$ cat src/crat_pkg.sv
// Register map, field positions and reset values of the converter result and auto-trigger block
package crat_pkg;
   localparam int RES_W = 10;
   localparam int BYTE_W = 8;
   localparam int ADDR_W = 8;
   localparam int SRC_W = 3;
   localparam int CHAN_W = 5;
   localparam int IRQ_W = 2;

   localparam logic [ADDR_W-1:0] OFS_RESULT_LOW = 8'h00;
   localparam logic [ADDR_W-1:0] OFS_RESULT_HIGH = 8'h04;
   localparam logic [ADDR_W-1:0] OFS_SPECIAL_FUNC = 8'h08;
   localparam logic [ADDR_W-1:0] OFS_CTRL_STATUS = 8'h0c;
   localparam logic [ADDR_W-1:0] OFS_INPUT_SELECT = 8'h10;
   localparam logic [ADDR_W-1:0] OFS_IRQ_STATUS = 8'h14;
   localparam logic [ADDR_W-1:0] OFS_IRQ_MASK = 8'h18;

   // Converter control and status fields
   localparam int CS_EN_BIT = 7;
   localparam int CS_START_BIT = 6;
   localparam int CS_AUTO_BIT = 5;
   localparam int CS_FLAG_BIT = 4;
   localparam int CS_MISC_W = 4;
   // Special function control fields
   localparam int SFC_SRC_LSB = 5;
   localparam int SFC_RES_BIT = 4;
   localparam int SFC_MISC_W = 4;
   // Input select fields
   localparam int ISEL_LJ_BIT = 5;
   // Interrupt status bits
   localparam int IRQ_DONE_BIT = 0;
   localparam int IRQ_DROP_BIT = 1;

   localparam logic [SRC_W-1:0] SRC_FREE_RUN = 3'h0;
   localparam logic [CHAN_W-1:0] CHAN_DIFF_FIRST = 5'h08;
   localparam logic [CHAN_W-1:0] CHAN_DIFF_LAST = 5'h1d;

   localparam logic [BYTE_W-1:0] BYTE_RESET = 8'h00;
   localparam logic [RES_W-1:0] RESULT_RESET = 10'h000;
   localparam logic [31:0] WORD_ZERO = 32'h0000_0000;
   localparam logic [1:0] HTRANS_NONSEQ = 2'h2;
   localparam logic HRESP_OKAY = 1'b0;
endpackage

$ cat src/crat_converter_result_autotrigger.sv
// Result presentation, result lock, auto-trigger and AHB-Lite register slave of the converter
//
// Chosen here: the register offsets and the AHB-Lite register port.
`timescale 1ns/10ps
// Notes on behaviour
// - Each completed conversion writes its 10-bit result into the high and low bytes unless the bytes are locked.
// - Differential channel results are stored as two's complement signed values.
// - Reading the low byte freezes both bytes until the high byte is read.
// - Right justified: bits 9:8 in high 1:0, bits 7:0 in low, rest zero.
// - Left justified: bits 9:2 in high byte, bits 1:0 in low 7:6.
// - Trigger source field acts only while auto triggering is enabled.
// - Auto mode starts a conversion on each rising edge of the selected flag that arrives while enabled and no conversion is still running.
// - Switching from a clear source to a set source counts as a rising edge.
// - Selecting free running never makes a trigger event by itself.
// - Source codes: free run, comparator, ext int 0, T0 cmp, T0 ovf, T1 cmpB, T1 ovf, T1 capture.
// - Bit 4 of the special function control register always reads zero.
// - Setting auto-trigger enable allows starts on the selected trigger's positive edge.
// - Justification changes alter the byte presentation immediately.
// - Conversion-complete flag sets when a conversion finishes and the bytes update.
module crat_converter_result_autotrigger
   import crat_pkg::*;
(
   // Clock and reset
   input  wire logic              clk,
   input  wire logic              resetn,
   // AHB-Lite slave
   input  wire logic              hsel,
   input  wire logic [31:0]       haddr,
   input  wire logic [1:0]        htrans,
   input  wire logic              hwrite,
   input  wire logic [2:0]        hsize,
   input  wire logic [31:0]       hwdata,
   input  wire logic              hready,
   output logic [31:0]            hrdata,
   output logic                   hreadyout,
   output logic                   hresp,
   // Converter core
   output logic                   conv_enable,
   output logic                   conv_start,
   output logic [CHAN_W-1:0]      conv_channel,
   input  wire logic              conv_done,
   input  wire logic [RES_W-1:0]  conv_data,
   // Trigger flags, index 0 unused
   input  wire logic [7:0]        trig_flags,
   // Interrupt
   output logic                   irq
);
   logic              wr_stage_reg;
   logic [ADDR_W-1:0] wr_addr_reg;
   logic              rd_stage_reg;
   logic [ADDR_W-1:0] rd_addr_reg;
   logic [31:0]       hrdata_reg;
   logic              cs_en_reg;
   logic              cs_auto_reg;
   logic [CS_MISC_W-1:0] cs_misc_reg;
   logic              flag_reg;
   logic              busy_reg;
   logic              conv_start_reg;
   logic [SRC_W-1:0]  src_sel_reg;
   logic [SFC_MISC_W-1:0] sfc_misc_reg;
   logic              lj_reg;
   logic [CHAN_W-1:0] chan_reg;
   logic [CHAN_W-1:0] conv_chan_reg;
   logic [RES_W-1:0]  result_reg;
   logic              lock_reg;
   logic [IRQ_W-1:0]  irq_stat_reg;
   logic [IRQ_W-1:0]  irq_mask_reg;
   logic              accept;
   logic [BYTE_W-1:0] wbyte;
   logic              cs_en_next;
   logic              trig_edge;
   logic              sw_start;
   logic              start_req;
   logic              done_ok;
   logic              update;
   logic              rd_low;
   logic              rd_high;
   logic [BYTE_W-1:0] low_view;
   logic [BYTE_W-1:0] high_view;
   logic [RES_W-1:0]  coded_result;

   function automatic logic wr_hit(input logic stage, input logic [ADDR_W-1:0] a,
                                   input logic [ADDR_W-1:0] ofs);
      wr_hit = stage && (a == ofs);
   endfunction

   function automatic logic is_diff(input logic [CHAN_W-1:0] ch);
      is_diff = (ch >= CHAN_DIFF_FIRST) && (ch <= CHAN_DIFF_LAST);
   endfunction

   assign accept = hsel && htrans == HTRANS_NONSEQ && hready;
   assign wbyte = hwdata[BYTE_W-1:0];

   // Bus phase tracking: writes complete with no wait, reads take one wait state
   always_ff @(posedge clk or negedge resetn)
   begin
      if (!resetn)
      begin
         wr_stage_reg <= 1'b0;
         wr_addr_reg  <= BYTE_RESET;
         rd_stage_reg <= 1'b0;
         rd_addr_reg  <= BYTE_RESET;
      end
      else
      begin
         wr_stage_reg <= accept && hwrite;
         rd_stage_reg <= accept && !hwrite;
         if (accept)
         begin
            wr_addr_reg <= haddr[ADDR_W-1:0];
            rd_addr_reg <= haddr[ADDR_W-1:0];
         end
      end
   end

   assign hreadyout = !rd_stage_reg;
   assign hresp = HRESP_OKAY;
   assign hrdata = hrdata_reg;

   // Byte views follow the justification bit combinationally
   always_comb
   begin
      if (lj_reg)
      begin
         high_view = result_reg[RES_W-1:2];
         low_view  = {result_reg[1:0], 6'h00};
      end
      else
      begin
         high_view = {6'h00, result_reg[RES_W-1:BYTE_W]};
         low_view  = result_reg[BYTE_W-1:0];
      end
   end

   assign rd_low  = rd_stage_reg && rd_addr_reg == OFS_RESULT_LOW;
   assign rd_high = rd_stage_reg && rd_addr_reg == OFS_RESULT_HIGH;

   // Read data captured in the wait cycle; unmapped addresses read zero
   always_ff @(posedge clk or negedge resetn)
   begin
      if (!resetn)
         hrdata_reg <= WORD_ZERO;
      else if (rd_stage_reg)
      begin
         hrdata_reg <= WORD_ZERO;
         unique case (rd_addr_reg)
            OFS_RESULT_LOW:   hrdata_reg[BYTE_W-1:0] <= low_view;
            OFS_RESULT_HIGH:  hrdata_reg[BYTE_W-1:0] <= high_view;
            OFS_SPECIAL_FUNC: hrdata_reg[BYTE_W-1:0] <= {src_sel_reg, 1'b0, sfc_misc_reg};
            OFS_CTRL_STATUS:  hrdata_reg[BYTE_W-1:0] <= {cs_en_reg, busy_reg, cs_auto_reg, flag_reg,
                                                         cs_misc_reg};
            OFS_INPUT_SELECT: hrdata_reg[BYTE_W-1:0] <= {2'h0, lj_reg, chan_reg};
            OFS_IRQ_STATUS:   hrdata_reg[IRQ_W-1:0] <= irq_stat_reg;
            OFS_IRQ_MASK:     hrdata_reg[IRQ_W-1:0] <= irq_mask_reg;
            default:          hrdata_reg <= WORD_ZERO;
         endcase
      end
   end

   // Configuration registers
   always_ff @(posedge clk or negedge resetn)
   begin
      if (!resetn)
      begin
         src_sel_reg  <= SRC_FREE_RUN;
         sfc_misc_reg <= '0;
         lj_reg       <= 1'b0;
         chan_reg     <= '0;
         cs_auto_reg  <= 1'b0;
         cs_misc_reg  <= '0;
         irq_mask_reg <= '0;
      end
      else
      begin
         if (wr_hit(wr_stage_reg, wr_addr_reg, OFS_SPECIAL_FUNC))
         begin
            src_sel_reg  <= wbyte[BYTE_W-1:SFC_SRC_LSB];
            sfc_misc_reg <= wbyte[SFC_MISC_W-1:0];
         end
         if (wr_hit(wr_stage_reg, wr_addr_reg, OFS_INPUT_SELECT))
         begin
            lj_reg   <= wbyte[ISEL_LJ_BIT];
            chan_reg <= wbyte[CHAN_W-1:0];
         end
         if (wr_hit(wr_stage_reg, wr_addr_reg, OFS_CTRL_STATUS))
         begin
            cs_auto_reg <= wbyte[CS_AUTO_BIT];
            cs_misc_reg <= wbyte[CS_MISC_W-1:0];
         end
         if (wr_hit(wr_stage_reg, wr_addr_reg, OFS_IRQ_MASK))
            irq_mask_reg <= hwdata[IRQ_W-1:0];
      end
   end

   crat_trigger_sel u_trigger_sel
   (
      .clk       (clk),
      .resetn    (resetn),
      .src_flags (trig_flags),
      .src_sel   (src_sel_reg),
      .trig_edge (trig_edge)
   );

   // Start decision: software start, selected edge, or free-running restart
   always_comb
   begin
      cs_en_next = wr_hit(wr_stage_reg, wr_addr_reg, OFS_CTRL_STATUS) ? wbyte[CS_EN_BIT] : cs_en_reg;
      sw_start   = wr_hit(wr_stage_reg, wr_addr_reg, OFS_CTRL_STATUS) && wbyte[CS_START_BIT];
      done_ok    = conv_done && busy_reg && cs_en_reg;
      start_req  = cs_en_next && (!busy_reg || done_ok) &&
                   (sw_start ||
                    (cs_auto_reg && trig_edge) ||
                    (cs_auto_reg && src_sel_reg == SRC_FREE_RUN && done_ok));
   end

   // Conversion sequencing; disabling aborts a conversion in flight
   always_ff @(posedge clk or negedge resetn)
   begin
      if (!resetn)
      begin
         cs_en_reg      <= 1'b0;
         busy_reg       <= 1'b0;
         conv_start_reg <= 1'b0;
         conv_chan_reg  <= '0;
      end
      else
      begin
         cs_en_reg      <= cs_en_next;
         conv_start_reg <= start_req;
         if (!cs_en_next)
            busy_reg <= 1'b0;
         else if (start_req)
            busy_reg <= 1'b1;
         else if (done_ok)
            busy_reg <= 1'b0;
         if (start_req)
            conv_chan_reg <= chan_reg;
      end
   end

   assign conv_enable  = cs_en_reg;
   assign conv_start   = conv_start_reg;
   assign conv_channel = conv_chan_reg;

   // Differential results: offset binary turned into two's complement
   assign coded_result = is_diff(conv_chan_reg) ? {~conv_data[RES_W-1], conv_data[RES_W-2:0]}
                                                : conv_data;
   assign update = done_ok && !lock_reg;

   // Result store and lock
   always_ff @(posedge clk or negedge resetn)
   begin
      if (!resetn)
      begin
         result_reg <= RESULT_RESET;
         lock_reg   <= 1'b0;
      end
      else
      begin
         if (update)
            result_reg <= coded_result;
         if (rd_low)
            lock_reg <= 1'b1;
         else if (rd_high)
            lock_reg <= 1'b0;
      end
   end

   // Complete flag: hardware set wins over write-one clear
   always_ff @(posedge clk or negedge resetn)
   begin
      if (!resetn)
         flag_reg <= 1'b0;
      else if (update)
         flag_reg <= 1'b1;
      else if (wr_hit(wr_stage_reg, wr_addr_reg, OFS_CTRL_STATUS) && wbyte[CS_FLAG_BIT])
         flag_reg <= 1'b0;
   end

   // Sticky interrupt status, write one to clear, set wins
   always_ff @(posedge clk or negedge resetn)
   begin
      if (!resetn)
         irq_stat_reg <= '0;
      else
      begin
         for (int i = 0; i < IRQ_W; i++)
         begin
            if (wr_hit(wr_stage_reg, wr_addr_reg, OFS_IRQ_STATUS) && hwdata[i])
               irq_stat_reg[i] <= 1'b0;
         end
         if (update)
            irq_stat_reg[IRQ_DONE_BIT] <= 1'b1;
         if (done_ok && lock_reg)
            irq_stat_reg[IRQ_DROP_BIT] <= 1'b1;
      end
   end

   assign irq = |(irq_stat_reg & irq_mask_reg);

   a_result_store : assert property (@(posedge clk) disable iff (!resetn)
      update |=> result_reg == $past(coded_result))
      else $error("result not stored on completion");
   a_diff_sign : assert property (@(posedge clk) disable iff (!resetn)
      (update && is_diff(conv_chan_reg)) |=> result_reg[RES_W-1] == !$past(conv_data[RES_W-1]))
      else $error("differential result not signed");
   a_lock_hold : assert property (@(posedge clk) disable iff (!resetn)
      (lock_reg && !rd_high) |=> $stable(result_reg) && lock_reg)
      else $error("locked result changed");
   a_right_layout : assert property (@(posedge clk) disable iff (!resetn)
      (rd_high && !lj_reg) |=> hrdata_reg == {24'h0, 6'h00, $past(result_reg[RES_W-1:BYTE_W])})
      else $error("right-justified high byte wrong");
   a_left_layout : assert property (@(posedge clk) disable iff (!resetn)
      (rd_low && lj_reg) |=> hrdata_reg == {24'h0, $past(result_reg[1:0]), 6'h00})
      else $error("left-justified low byte wrong");
   a_auto_gated : assert property (@(posedge clk) disable iff (!resetn)
      (trig_edge && !cs_auto_reg && !sw_start) |=> !conv_start)
      else $error("trigger acted with auto disabled");
   a_edge_start : assert property (@(posedge clk) disable iff (!resetn)
      (trig_edge && cs_auto_reg && cs_en_next && !busy_reg) |=> conv_start ##1 busy_reg)
      else $error("trigger edge did not start conversion");
   a_reserved_zero : assert property (@(posedge clk) disable iff (!resetn)
      (rd_stage_reg && rd_addr_reg == OFS_SPECIAL_FUNC) |=> !hrdata_reg[SFC_RES_BIT])
      else $error("reserved bit read nonzero");
   a_flag_on_update : assert property (@(posedge clk) disable iff (!resetn)
      update |=> flag_reg && irq_stat_reg[IRQ_DONE_BIT])
      else $error("complete flag not set");
   a_drop_locked : assert property (@(posedge clk) disable iff (!resetn)
      (done_ok && lock_reg) |=> $stable(result_reg) && irq_stat_reg[IRQ_DROP_BIT])
      else $error("locked result not discarded");
endmodule // crat_converter_result_autotrigger

$ cat src/crat_trigger_sel.sv
// Trigger source selection and rising-edge detector
`timescale 1ns/10ps
module crat_trigger_sel
   import crat_pkg::*;
(
   // Clock and reset
   input  wire logic             clk,
   input  wire logic             resetn,
   // Source flags, index 0 unused
   input  wire logic [7:0]       src_flags,
   input  wire logic [SRC_W-1:0] src_sel,
   // Trigger edge
   output logic                  trig_edge
);
   logic sel_level;
   logic prev_level_reg;

   // Free-running code selects a constant low level
   always_comb
   begin
      sel_level = (src_sel == SRC_FREE_RUN) ? 1'b0 : src_flags[src_sel];
   end

   // Edge taken from the selected level, so a switch onto a set flag is an edge
   always_ff @(posedge clk or negedge resetn)
   begin
      if (!resetn)
         prev_level_reg <= 1'b0;
      else
         prev_level_reg <= sel_level;
   end

   assign trig_edge = sel_level & ~prev_level_reg;

   a_switch_edge : assert property (@(posedge clk) disable iff (!resetn)
      (!$past(sel_level) && src_sel != $past(src_sel) && sel_level) |-> trig_edge)
      else $error("switch onto set flag gave no edge");
   a_free_no_edge : assert property (@(posedge clk) disable iff (!resetn)
      (src_sel == SRC_FREE_RUN) |-> !trig_edge)
      else $error("free-running code produced an edge");
   a_src_decode : assert property (@(posedge clk) disable iff (!resetn)
      (src_sel != SRC_FREE_RUN && src_flags[src_sel] && !$past(sel_level)) |-> trig_edge)
      else $error("selected flag rise not seen");
endmodule // crat_trigger_sel

$ cat config.mk
export PLATFORM = sky130hd
export DESIGN_NAME = crat_converter_result_autotrigger
export DESIGN_NICKNAME = d
export VERILOG_FILES = /design/src/crat_pkg.sv /design/src/crat_converter_result_autotrigger.sv /design/src/crat_trigger_sel.sv
export SDC_FILE = /design/constraint.sdc
export NUM_CORES = 1
export LEC_CHECK = 0
export BUFFER_PORTS_ARGS = -buffer_cell sky130_fd_sc_hd__buf_2
export CAP_MARGIN = 30
export CELL_PAD_IN_SITES_DETAIL_PLACEMENT = 1
export CELL_PAD_IN_SITES_GLOBAL_PLACEMENT = 2
export CORE_ASPECT_RATIO = 1.1
export CORE_UTILIZATION = 30
export CTS_BUF_LIST = sky130_fd_sc_hd__clkbuf_8 sky130_fd_sc_hd__clkbuf_16
export DETAILED_ROUTE_END_ITERATION = 6
export GPL_ROUTABILITY_DRIVEN = 0
export PLACE_DENSITY = 0.92
export SYNTH_ARGS = -nofsm -noshare
export SYNTH_HDL_FRONTEND = slang
export SYNTH_SLANG_ARGS = --single-unit
$ cat constraint.sdc
create_clock -name clk -period 5.9 [get_ports clk]
set_input_delay 0.885 -clock clk [delete_from_list [all_inputs] [get_ports clk]]
set_output_delay 0.885 -clock clk [all_outputs]
set_load 0.005 [all_outputs]
# Word level (Yosys, flattened, before mapping)
# Index checks and enable logic that the tools add are counted.
dict set report op_classes {
  order_cmp 3
  eq_ne 8
  n_mux 20
  bitwise 4
  n_reduce_logical 39
}
# operator n
set ops {}
lappend ops {{6-bit case mux with 5 select lines} 1}
lappend ops {{1-bit logical AND} 25}
lappend ops {{8-bit by 5-bit == test with 1-bit output, second input constant} 3}
lappend ops {{8-bit by 4-bit == test with 1-bit output, second input constant} 2}
lappend ops {{8-bit 2-to-1 mux} 2}
lappend ops {{1-bit 2-to-1 mux} 14}
lappend ops {{2-bit case mux with 7 select lines} 1}
lappend ops {{10-bit 2-to-1 mux} 1}
lappend ops {{8-bit by 3-bit == test with 1-bit output, second input constant} 1}
lappend ops {{8-bit logical NOT} 1}
lappend ops {{2-bit nonzero test} 4}
lappend ops {{5-bit by 4-bit greater-or-equal comparator with 1-bit output, second input constant} 1}
lappend ops {{5-bit <= comparator, second input constant} 1}
lappend ops {{1-bit logical NOT} 4}
lappend ops {{3-bit by 4-bit < comparator with 1-bit output, second input constant} 1}
lappend ops {{1-bit binary-select mux with 3-bit select} 1}
lappend ops {{3-bit logical NOT} 1}
lappend ops {{1-bit logical OR} 3}
lappend ops {{3-bit by 1-bit != test with 1-bit output, second input constant} 1}
lappend ops {{2-bit bitwise AND} 1}
lappend ops {{2-bit == test, second input constant} 1}
lappend ops {{1-bit NOT} 2}
lappend ops {{2-bit OR reduction} 1}
lappend ops {{1-bit bitwise AND} 1}
dict set report totals {
  ff_bits 61
  in_bits 93
  output_inout_bits 42
  wordCells 95
}

# Longest topological paths before layout
dict set report depth {
  word_depth 10
  mapped_depth 7
  depth_no_buf 5
}

# Modules after synthesis
# A second synthesis with hierarchy kept.
dict set report unflattened {
  cells_unflattened 267
  hier_area_um2 3069.2
}
# mod instances cells_per_inst area_per_inst_um2
set modules_own_cells {}
lappend modules_own_cells {crat_converter_result_autotrigger 1 259 2977.9}
lappend modules_own_cells {crat_trigger_sel 1 8 91.3}

# Least setup slack after synthesis
# No wires, ideal clock.
dict set report synth_path {
  path_kind {in2reg}
  from {in trig_flags[7]}
  to {reg conv_chan_reg[0] (netlist: conv_channel[0])}
  setup_time_ps 125
  arrival_time_ps 2495
  required_ps 5775
  slack_ps 3280
  cell_stages 6
  path_buffers 1
  path_cell_list {mux2i_1 > mux4_2 > o311a_1 > or3_1 > buf_6 > mux2_4}
}
dict set report synth_via {
  elab_chain_cells 8
}
# item line
set synth_lines {}
lappend synth_lines {{start, declared} crat_converter_result_autotrigger.sv:44} ;# input wire logic [7:0] trig_flags,
lappend synth_lines {{1-bit binary-select mux with 3-bit select} crat_trigger_sel.sv:21} ;# sel_level = (src_sel == SRC_FREE_RUN) ? 1'b0 : src_flags[src_sel];
lappend synth_lines {{1-bit 2-to-1 mux (not written as such)} crat_trigger_sel.sv:21}
lappend synth_lines {{1-bit 2-to-1 mux} crat_trigger_sel.sv:21}
lappend synth_lines {{1-bit bitwise AND} crat_trigger_sel.sv:33} ;# assign trig_edge = sel_level & ~prev_level_reg;
lappend synth_lines {{1-bit logical AND} crat_converter_result_autotrigger.sv:212} ;# (cs_auto_reg && trig_edge) ||
lappend synth_lines {{1-bit logical OR} crat_converter_result_autotrigger.sv:211} ;# (sw_start ||
lappend synth_lines {{1-bit logical OR} crat_converter_result_autotrigger.sv:212}
lappend synth_lines {{1-bit logical AND} crat_converter_result_autotrigger.sv:210} ;# start_req = cs_en_next && (!busy_reg || done_ok) &&
lappend synth_lines {{end signal, assigned} crat_converter_result_autotrigger.sv:237} ;# conv_chan_reg <= chan_reg;
lappend synth_lines {{end, declared} crat_converter_result_autotrigger.sv:63} ;# logic [CHAN_W-1:0] conv_chan_reg;
# Every way passes these cells. The select of a mux whose other input is x is not followed.
# A chain may end at the register's enable or synchronous reset.

==> flow_metrics.env <==
export IMPL_drtIter0Drc=107
export IMPL_synth_cell_type_count=44
export IMPL_finalMaxSlewViolations=0
export IMPL_die_x_um=99.6
export IMPL_clock_latency_ps=340
export IMPL_dr_total_vias=2334
export IMPL_worstSetupPathType="reg -> reg"
export IMPL_whs_ps=511
export IMPL_worst_setup_path_end_kind="flip-flop"
export IMPL_vias_per_cell=4.88
export IMPL_rr_worst_depth=5
export IMPL_syn_to_final_growth_pct=16.1
export IMPL_layout_drive_gt1_share_pct=36.4
export IMPL_rsz0062_at_grt="false"
export IMPL_synth_edf_count=0
export IMPL_holdPathEnd="hrdata[0]"
export IMPL_start_util_pct=31.3
export IMPL_htreeDepth=3
export IMPL_synth_area_sq_um=3140
export IMPL_finish_utilization_pct=36.4
export IMPL_setup_tns_ps=0
export IMPL_final_nets=428
export IMPL_yosysSeqAreaShare_pct=48.5
export IMPL_finalHoldViolCount=0
export IMPL_fin_crit_sh_pct=45.6
export IMPL_ys_ff_latch=61
export IMPL_placementRows=38
export IMPL_hold_class="reg -> reg"
export IMPL_clock_sinks=61
export IMPL_max_freq_ghz=0.372
export IMPL_synth_top_flop_cell="dfrtp_1"
export IMPL_place_ws_ps=2990
export IMPL_postSynth_asyncResetShare_pct=100
export IMPL_fillCellCount=1160
export IMPL_die_h_um=109
export IMPL_clockBufferDepth=2
export IMPL_crit_arrival_ps=2910
export IMPL_ys_warnings_count=0
export IMPL_grt_max_degree=62
export IMPL_grt_antenna_before_repair=0
export IMPL_postCtsSetupRepairBufs=0
export IMPL_cts_tree="built"
export IMPL_antenna_cells=0
export IMPL_setup_slack_ps=3210
export IMPL_drcViolationCount=0
export IMPL_critical_path_required_ps=6120
export IMPL_hold_start="hrdata[0]"
export IMPL_wl_per_cell_um=16.4
export IMPL_worst_slew_pin_transition_ps=939
export IMPL_clk_transition_reported_paths_ps=60
export IMPL_cts_buffers=9
export IMPL_status="complete, no violations"
export IMPL_grt_pass1_wl_mm=12.8
export IMPL_r2r_start="rd_addr_reg[2]"
export IMPL_dieArea_sq_um=10900
export IMPL_r2r_end="conv_channel[1]"
export IMPL_cts_hold_buf=0
export IMPL_cp_max_fo=24
export IMPL_dp_hpwl_mm=5.79
export IMPL_ir_drop_mv=0.161
export IMPL_synth_cells=277
export IMPL_max_cap_violations=0
export IMPL_rrSetupSlack_ps=3210
export IMPL_drt_first_pass_iters=4
export IMPL_placement_io_buffers=57
export IMPL_grt_pass1_vias=2448
export IMPL_finalPower_mw=1.13
export IMPL_power_density_nw_per_um2=309
export IMPL_gr_total_overflow=0
export IMPL_hold_depth=2
export IMPL_setup_viol_count_final=0
export IMPL_largest_reg_flops=10
export IMPL_leakagePower_nw=1.69
export IMPL_cts_root_buf="clkbuf_8"
export IMPL_wl_mm=7.86
export IMPL_final_antenna_net_count=0
export IMPL_core_area_sq_um=10000
export IMPL_skew_ps=6.15
export IMPL_grt_util_all_layers_pct=15.8
export IMPL_cp_start_kind="flip-flop"
export IMPL_slew_limit_headroom_pct=37.4
export IMPL_critPathLaunch="rd_addr_reg[2]"
export IMPL_fin_crit_ps=2690
export IMPL_cts_repair_resized=0
export IMPL_io_pins=135
export IMPL_syn_avg_cell_area_sq_um=11.4
==> report_power, final <==
group          leakage [nW]  total [mW]  switching [mW]  internal, mW
clock network        0.0974       0.349           0.156         0.193
registers             0.750       0.573          0.0877         0.486
logic                 0.839       0.206          0.0921         0.114
==> final cells by class <==
cell class	count	area, sq um	area share, %
Sequential cell	61	1530	41.8
Clock inverter	1	5.00	0.137
Timing Repair Buffer	59	300	8.23
Multi-Input combinational cell	196	1430	39.3
Inverter	8	30.0	0.823
Tap cell	140	175	4.80
Clock buffer	13	179	4.90
==> cell usage in the layout (no fill, tap or decap), drive strengths merged, types with 3 or more instances in the layout <==
master | Yosys | routed
dfrtp | 61 | 61
buf | 28 | 59
mux2 | 45 | 45
conb | 1 | 25
nand2 | 23 | 23
clkbuf | 8 | 13
nor2 | 11 | 11
nand3 | 11 | 11
mux2i | 10 | 10
o21ai | 10 | 10
inv | 7 | 7
nand4 | 6 | 6
a22o | 6 | 6
nor3 | 4 | 4
a31oi | 4 | 4
o2bb2ai | 4 | 4
a22oi | 3 | 3
==> synth_stat cells (3+ instances only) <==
library cell	number	area, sq um
o2bb2ai_1	4	35.0
o21ai_0	10	50.1
mux2_4	5	75.1
buf_4	25	188
a31oi_1	4	25.0
a22o_1	6	52.6
mux2i_1	10	100
nand3_1	10	50.1
nand2_1	23	86.3
inv_1	7	26.3
nor2_1	11	41.3
dfrtp_1	61	1530
a22oi_1	3	22.5
mux2_2	40	450
clkbuf_1	8	30.0
nand4_1	6	37.5
nor3_1	4	20.0
==> kinds of logic (layout without fill, tap and decap cells) <==
logic type	after synthesis	after routing	share of synthesized area, %
multiplexers	56	56	20.6
AO/OA/AOI/OAI	41	41	9.35
other	1	25	0.119
AND/OR/NAND/NOR	73	73	12.4
flip-flops	61	61	48.5
XOR/XNOR	1	1	0.279
buffers and inverters	44	81	8.71
==> metrics by stage <==
stage          std cells  cell area, sq um
2_1_floorplan        301              3230
3_3_place_gp         464              3470
3_5_place_dp         464              3470
4_1_cts              478              3650
5_1_grt              478              3650
6_report             478              3650
==> worst max-delay path: stages, from the launching register on <==
cell,delay (ps)
dfrtp_1,960
and4bb_4,420
nand4_1,120
o311a_1,160
or3_1,560
mux2_4,360
==> worst max-delay path by stage <==
stage | end | slack, ps | cells past startpoint
finish | conv_channel[1] | 3210 | 5
global route | conv_channel[1] | 3070 | 5
CTS | conv_channel[0] | 3210 | 5
detailed placement | conv_channel[0] | 2990 | 6
global placement | conv_channel[3] | 3010 | 6
floorplan | conv_channel[0] | 3280 | 6
==> routing by layer <==
metal  up-vias  wire [um]  track usage, %
met1      1191       3540            20.5
met2        65       3870            26.1
met4         0        106            5.25
met5         -          0               0
met3         9        338            3.43
li1       1069          -               -
Power figures use the tool's default switching activity.
